### src/timer_pkg.sv
package timer_pkg;
  // register offsets (8-bit address space)
  localparam logic [7:0] ADDR_INTERRUPT_CONTROL = 8'h0b;
  localparam logic [7:0] ADDR_PERIPHERAL_IRQ_FLAGS = 8'h0c;
  localparam logic [7:0] ADDR_TIMER1_COUNT_LOW = 8'h0e;
  localparam logic [7:0] ADDR_TIMER1_COUNT_HIGH = 8'h0f;
  localparam logic [7:0] ADDR_TIMER1_CONTROL = 8'h10;
  localparam logic [7:0] ADDR_TIMER2_COUNT = 8'h11;
  localparam logic [7:0] ADDR_TIMER2_CONTROL = 8'h12;
  localparam logic [7:0] ADDR_COMPARE_VALUE_LOW = 8'h15;
  localparam logic [7:0] ADDR_COMPARE_VALUE_HIGH = 8'h16;
  localparam logic [7:0] ADDR_COMPARE_UNIT_CONTROL = 8'h17;
  localparam logic [7:0] ADDR_PERIPHERAL_IRQ_ENABLES = 8'h8c;
  localparam logic [7:0] ADDR_TIMER2_PERIOD = 8'h92;
  localparam logic [7:0] ADDR_IRQ_CLEAR = 8'h9c;
  localparam logic [7:0] ADDR_SLEEP_CONTROL = 8'h9d;

  // reset values
  localparam logic [7:0] RESET_ZERO = 8'h00;
  localparam logic [7:0] RESET_TIMER2_PERIOD = 8'hff;

  // timer1 control fields
  localparam int T1_RUN_BIT = 0;
  localparam int T1_SOURCE_BIT = 1;
  localparam int T1_SYNC_DIS_BIT = 2;
  localparam int T1_OSC_EN_BIT = 3;
  localparam int T1_PRESCALE_LSB = 4;
  localparam logic [7:0] T1_CONTROL_MASK = 8'h3f;

  // timer2 control fields
  localparam int T2_PRESCALE_LSB = 0;
  localparam int T2_RUN_BIT = 2;
  localparam int T2_POSTSCALE_LSB = 3;
  localparam logic [7:0] T2_CONTROL_MASK = 8'h7f;
  localparam logic [7:0] COMPARE_CONTROL_MASK = 8'h3f;

  // irq flag positions
  localparam int IRQ_T1_OVF_BIT = 0;
  localparam int IRQ_T2_MATCH_BIT = 1;
  localparam int IRQ_COMPARE_BIT = 2;
  localparam logic [7:0] IRQ_MASK = 8'h07;

  // compare modes held in the low nibble of compare control
  localparam logic [3:0] CMP_MODE_SET_PIN = 4'h8;
  localparam logic [3:0] CMP_MODE_CLEAR_PIN = 4'h9;
  localparam logic [3:0] CMP_MODE_SOFT_IRQ = 4'ha;
  localparam logic [3:0] CMP_MODE_SPECIAL = 4'hb;

  // interrupt control global enables
  localparam int GLOBAL_IRQ_BIT = 7;
  localparam int PERIPH_IRQ_BIT = 6;

  // instruction clock is oscillator divided by four phases
  localparam int PHASES_PER_CYCLE = 4;

  typedef struct packed {
    logic [7:0] addr;
    logic [7:0] wdata;
    logic wr;
    logic rd;
  } reg_req_type;

  typedef enum logic [1:0] {PH1, PH2, PH3, PH4} phase_type;
endpackage

### src/timer_block.sv
`timescale 1ns/1ps
module timer_block #(
  parameter int T2_POST_WIDTH = 4
) (
  input wire logic clk,
  input wire logic reset,
  input wire timer_pkg::reg_req_type req,
  output logic [7:0] rdata,
  input wire logic oscillator_pin,
  input wire logic timer1_external_clock_pin,
  output logic compare_pin,
  output logic special_event_trigger,
  output logic irq
);

  // core phase counter: one instruction cycle is four clk cycles
  timer_pkg::phase_type phase_r;
  always_ff @(posedge clk or posedge reset) begin
    if (reset) begin
      phase_r <= timer_pkg::PH1;
    end else begin
      case (phase_r)
        timer_pkg::PH1: phase_r <= timer_pkg::PH2;
        timer_pkg::PH2: phase_r <= timer_pkg::PH3;
        timer_pkg::PH3: phase_r <= timer_pkg::PH4;
        default: phase_r <= timer_pkg::PH1;
      endcase
    end
  end
  logic second_phase_clock;
  logic fourth_phase_clock;
  assign second_phase_clock = (phase_r == timer_pkg::PH2);
  assign fourth_phase_clock = (phase_r == timer_pkg::PH4);

  // registers
  logic [7:0] interrupt_control_r;
  logic [7:0] peripheral_irq_flags_r;
  logic [7:0] peripheral_irq_enables_r;
  logic [7:0] timer1_control_r;
  logic [7:0] timer2_control_r;
  logic [7:0] timer2_period_value;
  logic [7:0] compare_value_low_r;
  logic [7:0] compare_value_high_r;
  logic [7:0] compare_unit_control_r;
  logic sleep_r;
  logic [15:0] timer1_counter;
  logic [7:0] timer2_counter;

  logic wr_hit_any;
  assign wr_hit_any = req.wr;

  function automatic logic wr_at(input timer_pkg::reg_req_type r, input logic [7:0] a);
    wr_at = r.wr && (r.addr == a);
  endfunction

  // plain configuration registers
  always_ff @(posedge clk or posedge reset) begin
    if (reset) begin
      interrupt_control_r <= timer_pkg::RESET_ZERO;
      peripheral_irq_enables_r <= timer_pkg::RESET_ZERO;
      timer1_control_r <= timer_pkg::RESET_ZERO;
      timer2_control_r <= timer_pkg::RESET_ZERO;
      timer2_period_value <= timer_pkg::RESET_TIMER2_PERIOD;
      compare_value_low_r <= timer_pkg::RESET_ZERO;
      compare_value_high_r <= timer_pkg::RESET_ZERO;
      compare_unit_control_r <= timer_pkg::RESET_ZERO;
      sleep_r <= 1'b0;
    end else if (wr_hit_any) begin
      if (wr_at(req, timer_pkg::ADDR_INTERRUPT_CONTROL)) begin
        interrupt_control_r <= req.wdata;
      end else if (wr_at(req, timer_pkg::ADDR_PERIPHERAL_IRQ_ENABLES)) begin
        peripheral_irq_enables_r <= req.wdata & timer_pkg::IRQ_MASK;
      end else if (wr_at(req, timer_pkg::ADDR_TIMER1_CONTROL)) begin
        timer1_control_r <= req.wdata & timer_pkg::T1_CONTROL_MASK;
      end else if (wr_at(req, timer_pkg::ADDR_TIMER2_CONTROL)) begin
        timer2_control_r <= req.wdata & timer_pkg::T2_CONTROL_MASK;
      end else if (wr_at(req, timer_pkg::ADDR_TIMER2_PERIOD)) begin
        timer2_period_value <= req.wdata;
      end else if (wr_at(req, timer_pkg::ADDR_COMPARE_VALUE_LOW)) begin
        compare_value_low_r <= req.wdata;
      end else if (wr_at(req, timer_pkg::ADDR_COMPARE_VALUE_HIGH)) begin
        compare_value_high_r <= req.wdata;
      end else if (wr_at(req, timer_pkg::ADDR_COMPARE_UNIT_CONTROL)) begin
        compare_unit_control_r <= req.wdata & timer_pkg::COMPARE_CONTROL_MASK;
      end else if (wr_at(req, timer_pkg::ADDR_SLEEP_CONTROL)) begin
        sleep_r <= req.wdata[0];
      end
    end
  end

  logic timer1_run;
  logic timer1_source_select;
  logic timer1_sync_disable;
  logic timer1_oscillator_enable;
  logic [1:0] timer1_prescale;
  assign timer1_run = timer1_control_r[timer_pkg::T1_RUN_BIT];
  assign timer1_source_select = timer1_control_r[timer_pkg::T1_SOURCE_BIT];
  assign timer1_sync_disable = timer1_control_r[timer_pkg::T1_SYNC_DIS_BIT];
  assign timer1_oscillator_enable = timer1_control_r[timer_pkg::T1_OSC_EN_BIT];
  assign timer1_prescale = timer1_control_r[timer_pkg::T1_PRESCALE_LSB +: 2];

  logic ext_in;
  assign ext_in = timer1_oscillator_enable ? oscillator_pin : timer1_external_clock_pin;

  // edge detect of the selected pin; inputs are synchronous to clk, so this
  // stands in for the ripple counter clocked by the pin itself
  logic ext_prev_r;
  always_ff @(posedge clk or posedge reset) begin
    if (reset) begin
      ext_prev_r <= 1'b0;
    end else begin
      ext_prev_r <= ext_in;
    end
  end
  logic ext_rise;
  assign ext_rise = ext_in && !ext_prev_r;

  logic [2:0] t1_pre_r;
  always_ff @(posedge clk or posedge reset) begin
    if (reset) begin
      t1_pre_r <= 3'h0;
    end else if (wr_at(req, timer_pkg::ADDR_TIMER1_COUNT_LOW)
                 || wr_at(req, timer_pkg::ADDR_TIMER1_COUNT_HIGH)) begin
      t1_pre_r <= 3'h0; // a count write restarts the prescaler
    end else if (timer1_source_select && ext_rise) begin
      t1_pre_r <= t1_pre_r + 3'h1;
    end
  end

  // symmetric prescaler output: the bit that toggles at the chosen ratio
  logic pre_out;
  always_comb begin
    case (timer1_prescale)
      2'h0: pre_out = ext_in;
      2'h1: pre_out = t1_pre_r[0];
      2'h2: pre_out = t1_pre_r[1];
      default: pre_out = t1_pre_r[2];
    endcase
  end

  // sample on phases two and four
  // sampling is shut off in sleep
  logic samp_a_r;
  logic samp_b_r;
  always_ff @(posedge clk or posedge reset) begin
    if (reset) begin
      samp_a_r <= 1'b0;
      samp_b_r <= 1'b0;
    end else if (!sleep_r && (second_phase_clock || fourth_phase_clock)) begin
      samp_a_r <= pre_out;
      samp_b_r <= samp_a_r;
    end
  end

  // increment lands one sample after the synchronised edge
  logic sync_edge_r;
  always_ff @(posedge clk or posedge reset) begin
    if (reset) begin
      sync_edge_r <= 1'b0;
    end else begin
      sync_edge_r <= !sleep_r && (second_phase_clock || fourth_phase_clock)
                     && samp_a_r && !samp_b_r;
    end
  end

  // async mode: prescaler edge taken directly, no sampling and still live in sleep
  logic pre_prev_r;
  always_ff @(posedge clk or posedge reset) begin
    if (reset) begin
      pre_prev_r <= 1'b0;
    end else begin
      pre_prev_r <= pre_out;
    end
  end
  logic async_edge;
  assign async_edge = pre_out && !pre_prev_r;

  // internal prescaler for timer mode
  logic [2:0] t1_int_pre_r;
  logic t1_int_tick;
  always_ff @(posedge clk or posedge reset) begin
    if (reset) begin
      t1_int_pre_r <= 3'h0;
    end else if (fourth_phase_clock && !sleep_r) begin
      t1_int_pre_r <= t1_int_pre_r + 3'h1;
    end
  end
  always_comb begin
    case (timer1_prescale)
      2'h0: t1_int_tick = 1'b1;
      2'h1: t1_int_tick = t1_int_pre_r[0];
      2'h2: t1_int_tick = &t1_int_pre_r[1:0];
      default: t1_int_tick = &t1_int_pre_r;
    endcase
  end

  logic t1_inc;
  always_comb begin
    if (!timer1_run) begin
      t1_inc = 1'b0;
    end else if (!timer1_source_select) begin
      t1_inc = fourth_phase_clock && !sleep_r && t1_int_tick;
    end else if (!timer1_sync_disable) begin
      t1_inc = sync_edge_r;
    end else begin
      t1_inc = async_edge;
    end
  end

  // compare unit
  logic [15:0] compare_value;
  assign compare_value = {compare_value_high_r, compare_value_low_r};
  logic [3:0] cmp_mode;
  assign cmp_mode = compare_unit_control_r[3:0];
  logic cmp_active;
  assign cmp_active = (cmp_mode == timer_pkg::CMP_MODE_SET_PIN)
                      || (cmp_mode == timer_pkg::CMP_MODE_CLEAR_PIN)
                      || (cmp_mode == timer_pkg::CMP_MODE_SOFT_IRQ)
                      || (cmp_mode == timer_pkg::CMP_MODE_SPECIAL);
  // match compared on every clk cycle; cmp_event fires only on the first cycle of a match
  logic cmp_match;
  assign cmp_match = cmp_active && (timer1_counter == compare_value) && timer1_run;
  logic cmp_prev_r;
  always_ff @(posedge clk or posedge reset) begin
    if (reset) begin
      cmp_prev_r <= 1'b0;
    end else begin
      cmp_prev_r <= cmp_match;
    end
  end
  logic cmp_event;
  assign cmp_event = cmp_match && !cmp_prev_r;

  always_ff @(posedge clk or posedge reset) begin
    if (reset) begin
      special_event_trigger <= 1'b0;
    end else begin
      special_event_trigger <= cmp_event && (cmp_mode == timer_pkg::CMP_MODE_SPECIAL);
    end
  end

  // soft-interrupt mode leaves the pin untouched
  always_ff @(posedge clk or posedge reset) begin
    if (reset) begin
      compare_pin <= 1'b0;
    end else if (wr_at(req, timer_pkg::ADDR_COMPARE_UNIT_CONTROL)
                 && (req.wdata[3:0] == timer_pkg::CMP_MODE_SET_PIN
                     || req.wdata[3:0] == timer_pkg::CMP_MODE_CLEAR_PIN)) begin
      // only the pin-driving modes preset the level; other modes keep it
      compare_pin <= (req.wdata[3:0] == timer_pkg::CMP_MODE_CLEAR_PIN);
    end else if (cmp_event && cmp_mode == timer_pkg::CMP_MODE_SET_PIN) begin
      compare_pin <= 1'b1;
    end else if (cmp_event && cmp_mode == timer_pkg::CMP_MODE_CLEAR_PIN) begin
      compare_pin <= 1'b0;
    end
  end

  // timer1 counter; software writes win over hardware
  logic t1_overflow;
  assign t1_overflow = t1_inc && (timer1_counter == 16'hffff);
  always_ff @(posedge clk or posedge reset) begin
    if (reset) begin
      timer1_counter <= 16'h0000;
    end else if (wr_at(req, timer_pkg::ADDR_TIMER1_COUNT_LOW)) begin
      timer1_counter[7:0] <= req.wdata;
    end else if (wr_at(req, timer_pkg::ADDR_TIMER1_COUNT_HIGH)) begin
      timer1_counter[15:8] <= req.wdata;
    end else if (special_event_trigger) begin
      timer1_counter <= 16'h0000;
    end else if (t1_inc) begin
      timer1_counter <= timer1_counter + 16'h0001;
    end
  end

  logic timer2_run;
  assign timer2_run = timer2_control_r[timer_pkg::T2_RUN_BIT];
  logic [1:0] timer2_prescale_select;
  assign timer2_prescale_select = timer2_control_r[timer_pkg::T2_PRESCALE_LSB +: 2];
  logic [T2_POST_WIDTH-1:0] timer2_postscale_select;
  assign timer2_postscale_select = timer2_control_r[timer_pkg::T2_POSTSCALE_LSB +: T2_POST_WIDTH];

  // prescale ratio; counter cleared on any write to count or control
  logic [3:0] t2_pre_r;
  logic t2_tick;
  always_comb begin
    if (!timer2_prescale_select[1]) begin
      t2_tick = timer2_prescale_select[0] ? (t2_pre_r[1:0] == 2'h3) : 1'b1;
    end else begin
      t2_tick = (t2_pre_r == 4'hf);
    end
  end
  logic t2_cycle;
  assign t2_cycle = timer2_run && fourth_phase_clock && !sleep_r;
  always_ff @(posedge clk or posedge reset) begin
    if (reset) begin
      t2_pre_r <= 4'h0;
    end else if (wr_at(req, timer_pkg::ADDR_TIMER2_COUNT)
                 || wr_at(req, timer_pkg::ADDR_TIMER2_CONTROL)) begin
      t2_pre_r <= 4'h0;
    end else if (t2_cycle) begin
      t2_pre_r <= t2_pre_r + 4'h1;
    end
  end

  logic t2_match;
  assign t2_match = t2_cycle && t2_tick && (timer2_counter == timer2_period_value);
  always_ff @(posedge clk or posedge reset) begin
    if (reset) begin
      timer2_counter <= 8'h00;
    end else if (wr_at(req, timer_pkg::ADDR_TIMER2_COUNT)) begin
      timer2_counter <= req.wdata;
    end else if (t2_match) begin
      timer2_counter <= 8'h00;
    end else if (t2_cycle && t2_tick) begin
      timer2_counter <= timer2_counter + 8'h01;
    end
  end

  // postscaler divides matches by field plus one
  logic [T2_POST_WIDTH-1:0] t2_post_r;
  logic t2_flag_event;
  assign t2_flag_event = t2_match && (t2_post_r == timer2_postscale_select);
  always_ff @(posedge clk or posedge reset) begin
    if (reset) begin
      t2_post_r <= '0;
    end else if (wr_at(req, timer_pkg::ADDR_TIMER2_COUNT)
                 || wr_at(req, timer_pkg::ADDR_TIMER2_CONTROL)) begin
      t2_post_r <= '0;
    end else if (t2_flag_event) begin
      t2_post_r <= '0;
    end else if (t2_match) begin
      t2_post_r <= t2_post_r + T2_POST_WIDTH'(1);
    end
  end

  // sticky flags; a set in the same cycle as a clear wins
  logic [7:0] flag_set;
  always_comb begin
    flag_set = 8'h00;
    flag_set[timer_pkg::IRQ_T1_OVF_BIT] = t1_overflow;
    flag_set[timer_pkg::IRQ_T2_MATCH_BIT] = t2_flag_event;
    // compare flag set in every compare mode
    flag_set[timer_pkg::IRQ_COMPARE_BIT] = cmp_event;
  end
  logic [7:0] flag_clr;
  assign flag_clr = wr_at(req, timer_pkg::ADDR_IRQ_CLEAR) ? req.wdata : 8'h00;
  always_ff @(posedge clk or posedge reset) begin
    if (reset) begin
      peripheral_irq_flags_r <= timer_pkg::RESET_ZERO;
    end else begin
      peripheral_irq_flags_r <= ((peripheral_irq_flags_r & ~flag_clr) | flag_set)
                                & timer_pkg::IRQ_MASK;
    end
  end

  // interrupt: enabled flag gated by global and peripheral enables
  always_ff @(posedge clk or posedge reset) begin
    if (reset) begin
      irq <= 1'b0;
    end else begin
      irq <= |(peripheral_irq_flags_r & peripheral_irq_enables_r)
             && interrupt_control_r[timer_pkg::GLOBAL_IRQ_BIT]
             && interrupt_control_r[timer_pkg::PERIPH_IRQ_BIT];
    end
  end

  // read data the cycle after the strobe; unmapped reads give zero
  always_ff @(posedge clk or posedge reset) begin
    if (reset) begin
      rdata <= 8'h00;
    end else if (!req.rd) begin
      rdata <= 8'h00;
    end else if (req.addr == timer_pkg::ADDR_INTERRUPT_CONTROL) begin
      rdata <= interrupt_control_r;
    end else if (req.addr == timer_pkg::ADDR_PERIPHERAL_IRQ_FLAGS) begin
      rdata <= peripheral_irq_flags_r;
    end else if (req.addr == timer_pkg::ADDR_TIMER1_COUNT_LOW) begin
      rdata <= timer1_counter[7:0];
    end else if (req.addr == timer_pkg::ADDR_TIMER1_COUNT_HIGH) begin
      rdata <= timer1_counter[15:8];
    end else if (req.addr == timer_pkg::ADDR_TIMER1_CONTROL) begin
      rdata <= timer1_control_r;
    end else if (req.addr == timer_pkg::ADDR_TIMER2_COUNT) begin
      rdata <= timer2_counter;
    end else if (req.addr == timer_pkg::ADDR_TIMER2_CONTROL) begin
      rdata <= timer2_control_r;
    end else if (req.addr == timer_pkg::ADDR_COMPARE_VALUE_LOW) begin
      rdata <= compare_value_low_r;
    end else if (req.addr == timer_pkg::ADDR_COMPARE_VALUE_HIGH) begin
      rdata <= compare_value_high_r;
    end else if (req.addr == timer_pkg::ADDR_COMPARE_UNIT_CONTROL) begin
      rdata <= compare_unit_control_r;
    end else if (req.addr == timer_pkg::ADDR_PERIPHERAL_IRQ_ENABLES) begin
      rdata <= peripheral_irq_enables_r;
    end else if (req.addr == timer_pkg::ADDR_TIMER2_PERIOD) begin
      rdata <= timer2_period_value;
    end else if (req.addr == timer_pkg::ADDR_SLEEP_CONTROL) begin
      rdata <= {7'h00, sleep_r};
    end else begin
      rdata <= 8'h00;
    end
  end

endmodule

### config.mk
export PLATFORM = sky130hd
export DESIGN_NAME = timer_block
export DESIGN_NICKNAME = d
export VERILOG_FILES = /design/src/timer_pkg.sv /design/src/timer_block.sv
export SDC_FILE = /design/constraint.sdc
export NUM_CORES = 1
export LEC_CHECK = 0
export BUFFER_PORTS_ARGS = -buffer_cell sky130_fd_sc_hd__buf_2
export CORE_UTILIZATION = 50
export CTS_CLUSTER_SIZE = 8
export DETAILED_ROUTE_END_ITERATION = 8
export GPL_ROUTABILITY_DRIVEN = 0
export PLACE_DENSITY_LB_ADDON = 0.1
export SLEW_MARGIN = 30
export SYNTH_ARGS = -nofsm -noshare
export SYNTH_HDL_FRONTEND = slang
export SYNTH_SLANG_ARGS = --single-unit
### constraint.sdc
create_clock -name clk -period 5.2 [get_ports clk]
set_input_delay 1.04 -clock clk [delete_from_list [all_inputs] [get_ports clk]]
set_output_delay 1.04 -clock clk [all_outputs]
set_load 0.05 [all_outputs]
==> results.yml <==
sta:
  slew_headroom_pct: 49.6
  worstMarginPinSlew_ns: 0.757
  slew_violations: 0
  skew_ns: 0.00560
  timing.final.hold_violations: 0
  max_freq_mhz: 322
  period_share_pct: 59.8
  rsz0062_at_grt: "false"
  hold_ws_ns: 0.434
  setup_viol: 0
  finalSetupTns_ns: 0
  min_period_ns: 3.11
floorplan:
  fp-row-count: 41
  core_area_mm2: 0.0128
  io_pins: 33
  dieArea_mm2: 0.0138
  die_y_um: 117
  start_util_pct: 51.9
  die_width_um: 117
critical_path:
  slowest_stage: "nor2b_1"
  cp-start-kind: "input port"
  critPathCaptureType: "register"
  path_delay_family: "simple AND/OR/NAND/NOR gates"
  critical_path_class: "input port to register"
  r2r_start: "phase_r[0]"
  required_ns: 5.54
  cp_max_fo: 26
  max_stage_delay_ns: 0.62
  worst-path-buf-inv: 1
  path_cells: "buf_2 -> nor2b_1 -> nand2_1 -> nor2_2 -> nor3_1 -> a31o_2 -> a22oi_1"
  arrival_ns: 3.44
  crit_start: "req[11]"
global_route:
  grt_overflow: 0
  grt_pass1_vias: 5627
  grt_use_total_pct: 30.2
  antenna_found_initial: 0
  grt_max_degree: 59
  grt_first_pass_wirelength_um: 31700
yosys:
  synthesis.area_mm2: 0.00666
  synth_top_area_share_pct: 40.2
  synth_top_area_cell: "dfrtp_1"
  yosysMostFrequentCell: "dfrtp_1"
  async_flop_share_pct: 100
  ys.flop_type: "dfrtp_1"
  synthCells: 694
  ys_seq_area_share_pct: 43.4
  syn_nets: 727
  synth_edf_count: 0
  yosys-top-cells-area: "dfrtp_1, mux2_2, nand2_1"
  ys_ff_latch: 115
  synth_commonest_cells: "dfrtp_1, nand2_1, mux2_2"
  ys_warn_count: 0
  avgSynthCellArea_um2: 9.60
  ys_types: 69
routing:
  routedWlPerCell_um: 22.4
  wirelength_um: 20000
  antenna_left: 0
  drt_iter0_drc: 679
  viasPerCell: 6.48
  vias: 5804
  drc_errors: 0
  dr.pass1.iters: 7
cts:
  cts_hold_buf: 0
  root_buffer: "clkbuf_16"
  cts_tree: "done"
  clock-sinks: 115
  ctsResizeCount: 0
  cts_buffers: 17
  clk_pin_slew_ns: 0.06
  clock_path_buffers: 2
  postCtsSetupBuffers: 0
  clkLatencyLatePin_ns: 0.42
  htree_levels: 4
layout:
  stdcell_count: 895
  post-route-util_pct: 58.5
  nets: 743
  num_antenna_cells: 0
  fillerInstances: 1116
  areaGrowthSynthToFinish_pct: 12.6
  drive_gt1_share_pct: 22.0
power:
  p_per_area_mw_per_mm2: 338
  peakVddDrop_uv: 233
  total_leakage_power_nw: 3.25
run:
  maxCapViolCount: 0
placement:
  dp_cells: 863
  hpwl_um: 14000
  portBuffers: 32
min_path:
  min_path_type: "register to register"
  holdCritStartpoint: "samp_b_r"
status:
  status: "complete, no violations"
-- cell type report --
| class | instances | area (µm²) | share of cell area, % |
|---|---|---|---|
| Clock buffer | 20 | 457 | 6.09 |
| Inverter | 17 | 66.3 | 0.885 |
| Multi-Input combinational cell | 525 | 3560 | 47.5 |
| Sequential cell | 115 | 2890 | 38.5 |
| Clock inverter | 12 | 131 | 1.75 |
| Timing Repair Buffer | 34 | 175 | 2.34 |
| Tap cell | 172 | 215 | 2.87 |
-- logic make-up (layout without fill, tap and decap cells) --
group                      Yosys count  in the layout  share of synthesized area, %
AOI/OAI and AO/OA                  168            168                          16.8
xor gates and xnor gates            34             34                          4.47
adders and majority gates           11             11                          2.07
buffers and inverters               54             83                          3.29
DFF                                115            115                          43.4
muxes                               74             74                          12.6
and+or+nand+nor                    238            238                          17.4
-- sequential cells by signal, summed over array words and instances, names as in the netlist, 6 cells and up --
register	flops
timer1_counter	16
compare_value_high_r	8
compare_value_low_r	8
interrupt_control_r	8
rdata	8
timer2_counter	8
timer2_period_value	8
timer2_control_r	7
compare_unit_control_r	6
timer1_control_r	6
-- power breakdown --
part / internal [mW] / total [mW] / switching (mW) / leakage (nW)
logic: 0.136 / 0.315 / 0.178 / 1.51
clock network: 0.729 / 1.16 / 0.427 / 0.278
registers: 0.969 / 1.06 / 0.0930 / 1.47
total: 1.83 / 2.53 / 0.699 / 3.25
-- path summary, 6_finish.rpt --
kind,slack [ns],end,cells past startpoint
setup / recovery,2.09,timer1_counter[10],7
hold / removal,0.43,sync_edge_r,1
setup reg to reg,2.35,t2_post_r[1],6
hold reg to reg,0.43,sync_edge_r,1
max in group asynchronous,3.26,irq,3
min in group asynchronous,0.75,phase_r[0],2
-- cells in the final DEF, fill, tap and decap left out, types with 11 or more instances in the layout --
cell | synthesis | layout
a21oi_1 | 38 | 38
a22oi_1 | 12 | 12
buf_2 | 1 | 32
clkbuf_16 | 0 | 17
dfrtp_1 | 107 | 107
ha_1 | 11 | 11
inv_1 | 17 | 16
mux2_2 | 64 | 64
nand2_1 | 80 | 80
nand3_1 | 27 | 27
nor2_1 | 49 | 47
nor3_1 | 14 | 14
o21ai_0 | 41 | 41
xor2_1 | 30 | 30
-- routing by layer --
metal	part of all wire, %	track usage (%)
met3	9.0	7.30
met4	3.6	14.4
met2	45	46.1
met5	0	0
met1	42	40.3
-- through the flow --
stage	power, mW	instance area (µm²)	worst slack [ns]
2_1_floorplan	1.28	6660	1.13
3_3_place_gp	1.37	6900	1.63
4_1_cts	2.54	7490	2.24
5_1_grt	2.63	7500	2.01
6_report	2.53	7500	2.09
3_5_place_dp	1.39	6900	1.80
Note: power is estimated with default switching activity, not from simulation.
